[src/core/exec_defs.svh]
// Constants for the shift, move and indirect load execution block.
// Assumes inclusion by the package and the modules that use these names.
// Overview of operation
// - Right shift moves bits down, bit0 to carry.
// - Right shift always loads zero into bit7.
// - Destination bit 0 selects W, 1 selects file.
// - Move copies file unchanged, updates zero flag.
// - Indirect load puts addressed byte into W, sets zero.
// - One of two pointers, four update codes.
// - Pre codes adjust pointer before the access.
// - Offset form adds signed offset, pointer kept.
// - Afterwards pointer plus one, minus one, or unchanged.
// - Window register redirects to the pointed address.
// - Pointer wraps modulo sixteen bits.
`ifndef EXEC_DEFS_SVH
`define EXEC_DEFS_SVH

// Register byte offsets on the register bus.
`define REG_W 5'h00
`define REG_STATUS 5'h04
`define REG_PTR0 5'h08
`define REG_PTR1 5'h0C
`define REG_BANK 5'h10
`define REG_STATE 5'h14

// Status register field positions.
`define STATUS_C_BIT 0
`define STATUS_Z_BIT 1

// Reset values.
`define RST_W 8'h00
`define RST_PTR 16'h0000
`define RST_BANK 6'h00

// File addresses of the two indirect windows.
`define WIN0_ADDR 7'h00
`define WIN1_ADDR 7'h01

// Pointer update codes.
`define MODE_PRE_INC 2'h0
`define MODE_PRE_DEC 2'h1
`define MODE_POST_INC 2'h2
`define MODE_POST_DEC 2'h3

`endif

[src/core/exec_pkg.sv]
// Types shared by the execution block and its pointer stepper.
// Assumes the constants header sits beside it.
`include "exec_defs.svh"
package exec_pkg;

    // Decoded operation presented by the instruction decoder.
    typedef enum logic [1:0] {
        LOGICAL_RIGHT_SHIFT_OP,
        MOVE_FILE_OP,
        INDIRECT_LOAD_OP,
        RESERVED_OP
    } op_t;

    // Execution sequence, four clocks per instruction cycle.
    typedef enum logic [1:0] {ST_IDLE, ST_READ, ST_EXEC, ST_WRITE} state_t;

    // All state of the execution block.
    typedef struct packed {
        state_t state;
        op_t op;
        logic dest;
        logic ptr_sel;
        logic [7:0] w;
        logic carry;
        logic zero;
        logic [15:0] ptr0;
        logic [15:0] ptr1;
        logic [5:0] bank;
        logic [15:0] ptr_next;
        logic [15:0] mem_addr;
        logic mem_read;
        logic mem_write;
        logic [7:0] mem_wdata;
        logic done;
        logic ack;
        logic [31:0] rdata;
    } exec_state_t;

endpackage : exec_pkg

[src/core/pointer_step.sv]
// Effective address and follow-up value of one indirect pointer.
// Assumes the pointer, code and offset are stable for the cycle.
`timescale 1ns/1ps
`default_nettype none
`include "exec_defs.svh"
module pointer_step
    import exec_pkg::*;
#(
    parameter int PTR_W = 16,
    parameter int OFF_W = 6
) (
    input wire logic [PTR_W-1:0] ptr,
    input wire logic [1:0] mode,
    input wire logic rel,
    input wire logic [OFF_W-1:0] offset,
    output logic [PTR_W-1:0] eff_addr,
    output logic [PTR_W-1:0] ptr_next
);
    logic [PTR_W-1:0] plus_one;
    logic [PTR_W-1:0] minus_one;
    logic [PTR_W-1:0] sext;

    // Sixteen bit arithmetic wraps at both ends by itself.
    assign plus_one = ptr + PTR_W'(1);
    assign minus_one = ptr - PTR_W'(1);
    assign sext = {{(PTR_W-OFF_W){offset[OFF_W-1]}}, offset};

    // Address used for the access and the value kept afterwards.
    always_comb begin
        eff_addr = ptr;
        ptr_next = ptr;
        if (rel) begin
            eff_addr = ptr + sext;
            ptr_next = ptr;
        end else begin
            case (mode)
                `MODE_PRE_INC: begin
                    eff_addr = plus_one;
                    ptr_next = plus_one;
                end
                `MODE_PRE_DEC: begin
                    eff_addr = minus_one;
                    ptr_next = minus_one;
                end
                `MODE_POST_INC: begin
                    ptr_next = plus_one;
                end
                default: begin
                    ptr_next = minus_one;
                end
            endcase
        end
    end
endmodule : pointer_step
`default_nettype wire

[src/core/shift_move_indirect_exec.sv]
// Execution datapath for right shift, move file and indirect load.
// Assumes a decoder that holds an instruction until it is taken, a data
// memory that returns read data the cycle after a read pulse, and an
// Avalon-MM master on the register bus.
//
// Implementation choices: the Avalon-MM interface to the registers and the placing of the registers.
`timescale 1ns/1ps
`default_nettype none
`include "exec_defs.svh"
module shift_move_indirect_exec
    import exec_pkg::*;
(
    input wire logic clock,
    input wire logic rst_n,
    input wire logic instr_valid,
    output logic instr_ready,
    input wire op_t instr_op,
    input wire logic [6:0] instr_file,
    input wire logic instr_dest,
    input wire logic instr_ptr_sel,
    input wire logic [1:0] instr_mode,
    input wire logic instr_rel,
    input wire logic [5:0] instr_offset,
    output logic instr_done,
    output logic [15:0] mem_addr,
    output logic mem_read,
    output logic mem_write,
    output logic [7:0] mem_wdata,
    input wire logic [7:0] mem_rdata,
    input wire logic [4:0] avs_address,
    input wire logic avs_read,
    input wire logic avs_write,
    input wire logic [31:0] avs_writedata,
    input wire logic [3:0] avs_byteenable,
    output logic [31:0] avs_readdata,
    output logic avs_waitrequest,
    output logic [7:0] w_value,
    output logic carry_flag,
    output logic zero_flag
);
    exec_state_t q;
    exec_state_t d;
    logic [15:0] sel_ptr;
    logic [15:0] step_ea;
    logic [15:0] step_next;
    logic bus_req;

    // Merge the two low byte lanes of a bus write into a 16-bit value.
    function automatic logic [15:0] merge16(
        input logic [15:0] old,
        input logic [31:0] wd,
        input logic [3:0] be
    );
        logic [15:0] r;
        r = old;
        if (be[0]) begin
            r[7:0] = wd[7:0];
        end
        if (be[1]) begin
            r[15:8] = wd[15:8];
        end
        return r;
    endfunction : merge16

    // Pointer chosen by the index bit of the incoming instruction.
    assign sel_ptr = instr_ptr_sel ? q.ptr1 : q.ptr0;

    // Effective address and the pointer value to keep afterwards.
    pointer_step #(
        .PTR_W(16),
        .OFF_W(6)
    ) u_step (
        .ptr(sel_ptr),
        .mode(instr_mode),
        .rel(instr_rel),
        .offset(instr_offset),
        .eff_addr(step_ea),
        .ptr_next(step_next)
    );

    assign bus_req = avs_read | avs_write;

    // Next-state logic for the sequencer, the datapath and the bus slave.
    always_comb begin
        logic [7:0] opnd;
        logic [7:0] res;
        logic is_win;
        logic win_sel;
        logic [15:0] win_ptr;
        logic [15:0] direct;
        opnd = mem_rdata;
        res = mem_rdata;
        is_win = 1'b0;
        win_sel = 1'b0;
        win_ptr = q.ptr0;
        direct = {3'h0, q.bank, instr_file};
        d = q;
        d.mem_read = 1'b0;
        d.mem_write = 1'b0;
        d.done = 1'b0;
        d.ack = 1'b0;
        case (q.state)
            ST_IDLE: begin
                if (instr_valid && !q.ack) begin
                    // Take the instruction and start the operand read.
                    d.op = instr_op;
                    d.dest = instr_dest;
                    d.ptr_sel = instr_ptr_sel;
                    d.ptr_next = step_next;
                    win_sel = (instr_file == `WIN1_ADDR);
                    is_win = (instr_file == `WIN0_ADDR) || win_sel;
                    win_ptr = win_sel ? q.ptr1 : q.ptr0;
                    if (instr_op == INDIRECT_LOAD_OP) begin
                        d.mem_addr = step_ea;
                    end else if (is_win) begin
                        d.mem_addr = win_ptr;
                    end else begin
                        d.mem_addr = direct;
                    end
                    d.mem_read = (instr_op != RESERVED_OP);
                    d.state = ST_READ;
                end else if (bus_req && !q.ack) begin
                    // Latch the read data now; waitrequest drops in the next cycle.
                    d.ack = 1'b1;
                    d.rdata = 32'h0000_0000;
                    if (avs_read) begin
                        case (avs_address)
                            `REG_W: begin
                                d.rdata = {24'h00_0000, q.w};
                            end
                            `REG_STATUS: begin
                                d.rdata[`STATUS_C_BIT] = q.carry;
                                d.rdata[`STATUS_Z_BIT] = q.zero;
                            end
                            `REG_PTR0: begin
                                d.rdata = {16'h0000, q.ptr0};
                            end
                            `REG_PTR1: begin
                                d.rdata = {16'h0000, q.ptr1};
                            end
                            `REG_BANK: begin
                                d.rdata = {26'h000_0000, q.bank};
                            end
                            `REG_STATE: begin
                                d.rdata = {30'h0000_0000, q.state};
                            end
                            default: begin
                                d.rdata = 32'h0000_0000;
                            end
                        endcase
                    end
                end else if (q.ack && avs_write) begin
                    // A write lands only at the edge where waitrequest is seen low.
                    case (avs_address)
                        `REG_W: begin
                            if (avs_byteenable[0]) begin
                                d.w = avs_writedata[7:0];
                            end
                        end
                        `REG_STATUS: begin
                            if (avs_byteenable[0]) begin
                                d.carry = avs_writedata[`STATUS_C_BIT];
                                d.zero = avs_writedata[`STATUS_Z_BIT];
                            end
                        end
                        `REG_PTR0: begin
                            d.ptr0 = merge16(q.ptr0, avs_writedata, avs_byteenable);
                        end
                        `REG_PTR1: begin
                            d.ptr1 = merge16(q.ptr1, avs_writedata, avs_byteenable);
                        end
                        `REG_BANK: begin
                            if (avs_byteenable[0]) begin
                                d.bank = avs_writedata[5:0];
                            end
                        end
                        default: begin
                            // Unmapped and read-only addresses ignore writes.
                            d.ack = 1'b0;
                        end
                    endcase
                end
            end
            ST_READ: begin
                // The memory sees the read pulse during this cycle.
                d.state = ST_EXEC;
            end
            ST_EXEC: begin
                // Operand byte is valid now; compute and retire.
                opnd = mem_rdata;
                case (q.op)
                    LOGICAL_RIGHT_SHIFT_OP: begin
                        res = {1'b0, opnd[7:1]};
                        d.carry = opnd[0];
                        d.zero = (res == 8'h00);
                        if (q.dest) begin
                            d.mem_write = 1'b1;
                            d.mem_wdata = res;
                        end else begin
                            d.w = res;
                        end
                    end
                    MOVE_FILE_OP: begin
                        res = opnd;
                        d.zero = (res == 8'h00);
                        if (q.dest) begin
                            d.mem_write = 1'b1;
                            d.mem_wdata = res;
                        end else begin
                            d.w = res;
                        end
                    end
                    INDIRECT_LOAD_OP: begin
                        d.w = opnd;
                        d.zero = (opnd == 8'h00);
                        if (q.ptr_sel) begin
                            d.ptr1 = q.ptr_next;
                        end else begin
                            d.ptr0 = q.ptr_next;
                        end
                    end
                    default: begin
                        res = opnd;
                    end
                endcase
                d.state = ST_WRITE;
            end
            ST_WRITE: begin
                // Write-back pulse is on the memory port now.
                d.done = 1'b1;
                d.state = ST_IDLE;
            end
            default: begin
                d.state = ST_IDLE;
            end
        endcase
    end

    // State register with synchronous active-low reset.
    always_ff @(posedge clock) begin
        if (!rst_n) begin
            q <= '0;
            q.state <= ST_IDLE;
            q.w <= `RST_W;
            q.ptr0 <= `RST_PTR;
            q.ptr1 <= `RST_PTR;
            q.bank <= `RST_BANK;
        end else begin
            q <= d;
        end
    end

    // Ready and waitrequest are combinational; done and the data outputs come from the state.
    assign instr_ready = (q.state == ST_IDLE) && !q.ack;
    assign avs_waitrequest = bus_req && !q.ack;
    assign avs_readdata = q.rdata;
    assign instr_done = q.done;
    assign mem_addr = q.mem_addr;
    assign mem_read = q.mem_read;
    assign mem_write = q.mem_write;
    assign mem_wdata = q.mem_wdata;
    assign w_value = q.w;
    assign carry_flag = q.carry;
    assign zero_flag = q.zero;

endmodule : shift_move_indirect_exec
`default_nettype wire

[config.mk]
export PLATFORM = sky130hd
export DESIGN_NAME = shift_move_indirect_exec
export DESIGN_NICKNAME = d
export VERILOG_FILES = /design/src/core/exec_pkg.sv /design/src/core/pointer_step.sv /design/src/core/shift_move_indirect_exec.sv
export VERILOG_INCLUDE_DIRS = /design/src /design/src/core
export SDC_FILE = /design/constraint.sdc
export NUM_CORES = 1
export LEC_CHECK = 0
export BUFFER_PORTS_ARGS = -buffer_cell sky130_fd_sc_hd__buf_4
export CORE_MARGIN = 3
export CORE_UTILIZATION = 52
export DETAILED_ROUTE_END_ITERATION = 16
export PLACE_DENSITY = 0.78
export REMOVE_ABC_BUFFERS = 1
export SETUP_SLACK_MARGIN = 0.15
export SKIP_LAST_GASP = 1
export SLEW_MARGIN = 20
export SYNTH_ARGS = -nofsm -noshare
export SYNTH_HDL_FRONTEND = slang
export SYNTH_SLANG_ARGS = --single-unit
[constraint.sdc]
create_clock -name clock -period 2.8 [get_ports clock]
set_input_delay 0.14 -clock clock [delete_from_list [all_inputs] [get_ports clock]]
set_output_delay 0.14 -clock clock [all_outputs]
set_load 0.03 [all_outputs]
==> impl_metrics.csv <==
group,metric,value,unit
status,outcome,"completed",
sta,setup_viol,0,
cells_and_area,n_fill_cell,1250,
power,seqPwrFrac,32.8,%
cells_and_area,layout-drive-gt1-share,24.1,%
worst_setup_path,reg2reg_slack,0.003,ns
worst_setup_path,reg2regPathDepth,12,
logic_synthesis,seq_area_frac_synth,28.8,%
sta,slew_violations,0,
logic_synthesis,ys_ff_latch,114,
cells_and_area,num_antenna_cells,0,
detailed_routing,wl_met3,1850,um
logic_synthesis,netlist_area,0.00792,mm^2
global_route,gr-usage-all-layers,29.4,%
die,core_area,0.0147,mm^2
cells_and_area,final_cells,1278,
die,row_count,44,
sta,fmax,358,MHz
sta,timing.final.hold_violations,0,
power,p_sw,1.67,mW
power,powerDensity,562,mW/mm^2
cts,clk_pin_slew,0.06,ns
cells_and_area,finalCoreUtilization,65.3,%
detailed_routing,wl_per_cell,19.5,um
die,start_util,53.9,%
hold_path,min_path_type,"in2reg",
detailed_routing,wirelength,24900,um
placed_design,place_congestion,0.997,
cts,clk_latency,0.42,ns
logic_synthesis,synth_area_leaders,"dfxtp_1 (29%), mux2i_1 (8.8%), nor2_1 (6.2%)",
global_route,grt_pass1_vias,7458,
die,fp.dieW,129,um
worst_setup_path,crit_required,3.12,ns
sta,max-slew-margin-rel,49.1,%
worst_setup_path,arrival,3.12,ns
worst_setup_path,critPathKind,"reg2reg",
global_route,grt_pass1_wl,39000,um
placed_design,dp_slack,-0.216,ns
cts,cts_sinks,114,
worst_setup_path,cp-end-kind,"flip-flop",
worst_setup_path,r2r-start,"q[82]",
worst_setup_path,crit_start,"q[82]",
logic_synthesis,synthFlopType,"dfxtp_1",
placed_design,place_hpwl,17900,um
cts,htree_levels,4,
cts,cts_root_buffer,"clkbuf_16",
detailed_routing,drc,0,
worst_setup_path,crit_fanout,3,
power,vdd_drop_max,0.475,mV
logic_synthesis,synth_edf_count,0,
sta,rsz0062_at_grt,"true",
global_route,grt_antenna_before_repair,0,
power,p_int,3.72,mW
power,p_comb_share,24.6,%
cts,clk_path_buf_depth,2,
cells_and_area,nNetsFinal,1180,
worst_setup_path,reg2reg_to,"mem_addr[12]",
detailed_routing,viasPerCell,6.15,
logic_synthesis,yosysTopAreaCellShare,28.8,%
detailed_routing,postRouteAntennaNets,0,
worst_setup_path,crit_end,"mem_addr[12]",
worst_setup_path,cp-start-kind,"flip-flop",
placed_design,dp_cells,1235,
logic_synthesis,ys_async_sr_fraction,0,%
detailed_routing,wl_met2,11600,um
detailed_routing,vias,7856,
job,drv_cap,0,
logic_synthesis,yosys_warnings,0,
cts,cts_buffers,17,
global_route,grt_max_degree,44,
placed_design,io_buffers,110,
die,die_h,129,um
sta,fin_crit,2.80,ns
power,swShare,31.0,%
logic_synthesis,yosys.area.top_type,"dfxtp_1",
detailed_routing,dr.pass1.iters,5,
hold_path,whs_path_depth,3,
die,io_pins,145,
cells_and_area,areaGrowthSynthToFinish,21.1,%
logic_synthesis,synthTopCellsByCount,"nor2_1 (131), dfxtp_1 (114), mux2i_1 (70)",
global_route,grt_overflow,0,
detailed_routing,wl_met1,10300,um
logic_synthesis,synthDistinctLibCells,81,
sta,worst_slack,0.00290,ns
detailed_routing,highest_layer,"met4",
sta,period_share,99.9,%
die,design.die.area,0.0168,mm^2
power,clock_power_share,42.6,%
sta,skew,0.00653,ns
power,p_leak,4.19,nW
cts,cts_tree,"done",
sta,worst_pin_slew,0.764,ns
logic_synthesis,synth_most_common_cell,"nor2_1",
detailed_routing,drt_iter0_markers,801,
logic_synthesis,synthCells,982,
logic_synthesis,avgSynthCellArea,8.07,um^2
==> registers in the layout, indices dropped and copies added, names as in the netlist, 8 cells and up <==
| name | cells |
|---|---|
| mem_wdata | 8 |
| q | 61 |
| mem_addr | 16 |
| w_value | 8 |
| avs_readdata | 16 |
==> per-layer routing <==
metal / track usage, % / up-vias
met4: 15.0 / 0
met2: 46.4 / 397
met3: 5.44 / 80
li1: - / 3679
met5: 0 / -
met1: 38.5 / 3700
==> final cells by class <==
class	instances	area [um^2]	area share (%)
repair buffers	190	1460	15.2
multi-input cells	734	4920	51.3
flip-flops and latches	114	2280	23.8
clock buffers	23	458	4.77
clock inverters	9	153	1.59
inverters	24	90.1	0.939
well taps	184	230	2.40
==> how the worst min path moves through the flow <==
stage / start / to
final: avs_writedata[0] / q[76]
after global routing: avs_writedata[0] / q[76]
after CTS: avs_writedata[0] / q[76]
after detailed placement: instr_op[0] / mem_read
after global placement: instr_op[0] / mem_read
after floorplan: instr_op[0] / mem_read
==> logic make-up (layout without fill, tap and decap cells) <==
| group | count (synthesis) | in the layout | synth area share (%) |
|---|---|---|---|
| other | 1 | 16 | 0.0473 |
| buffers and inverters | 149 | 246 | 10.5 |
| adders and majority gates | 25 | 25 | 4.04 |
| AOI/OAI and AO/OA | 244 | 244 | 20.6 |
| and+or+nand+nor | 323 | 323 | 19.4 |
| xor gates and xnor gates | 30 | 30 | 3.32 |
| muxes | 96 | 96 | 13.2 |
| DFF | 114 | 114 | 28.8 |
==> per-stage QoR <==
step	total power, mW	cell area [um^2]	setup TNS, ns	hold slack (ns)
2_1_floorplan	2.57	7240	-0.186	0.232
3_3_place_gp	3.06	8830	-0.121	0.341
6_report	5.39	9600	0	0.0176
5_1_grt	5.57	9600	-0.200	0.0181
3_5_place_dp	3.08	8830	-0.312	0.345
4_1_cts	5.36	9530	-0.0113	0.0107
==> critical path, cell delays in order (launching register included) <==
cell       delay, ns
dfxtp_2         0.32
mux2i_2         0.17
inv_1           0.10
ha_2            0.19
inv_2           0.06
fa_2            0.20
nor2b_2         0.06
o31a_1          0.27
or4_4           0.47
a2111oi_4       0.31
nor3_1          0.10
mux2i_1         0.13
o41ai_1         0.33
==> power groups by stage <==
stage | clock network (mW) | registers [mW] | logic [mW]
detailed placement | 0 | 1.80 | 1.28
finish | 2.29 | 1.77 | 1.33
CTS | 2.30 | 1.77 | 1.30
floorplan | 0 | 1.88 | 0.688
global placement | 0 | 1.80 | 1.26
global route | 2.38 | 1.78 | 1.42
==> cells in the final DEF (no fill, tap or decap), types with 5 or more instances in the layout <==
cell	synthesis	final
buf_4	64	181
nor2_1	131	130
dfxtp_1	114	112
mux2i_1	70	70
a21oi_1	67	65
nand2_1	64	64
o21ai_0	40	40
nand3_1	26	26
nor3_1	25	25
xnor2_1	25	25
a22oi_1	24	24
ha_1	24	23
inv_1	20	19
mux2_2	18	18
a22o_1	17	17
clkbuf_16	0	17
conb_1	1	16
nor2b_1	14	13
or3_1	13	13
o211ai_1	12	12
a221oi_1	9	9
nor4_1	9	8
a211oi_1	8	8
nand4_1	8	8
o21a_1	7	7
a31oi_1	7	7
dlygate4sd3_1	0	7
o31ai_1	6	6
xor2_1	5	5
clkbuf_1	47	5
==> what timing repair did <==
item,4_1_cts,5_1_grt
gates resized for setup,4,11
hold buffers,7,0
setup buffers,1,3
endpoints found under the setup margin,3,8
endpoints found under the hold margin,7,0
pin swaps,2,6
cloned,0,0
Note: power is estimated with default switching activity, not from simulation.
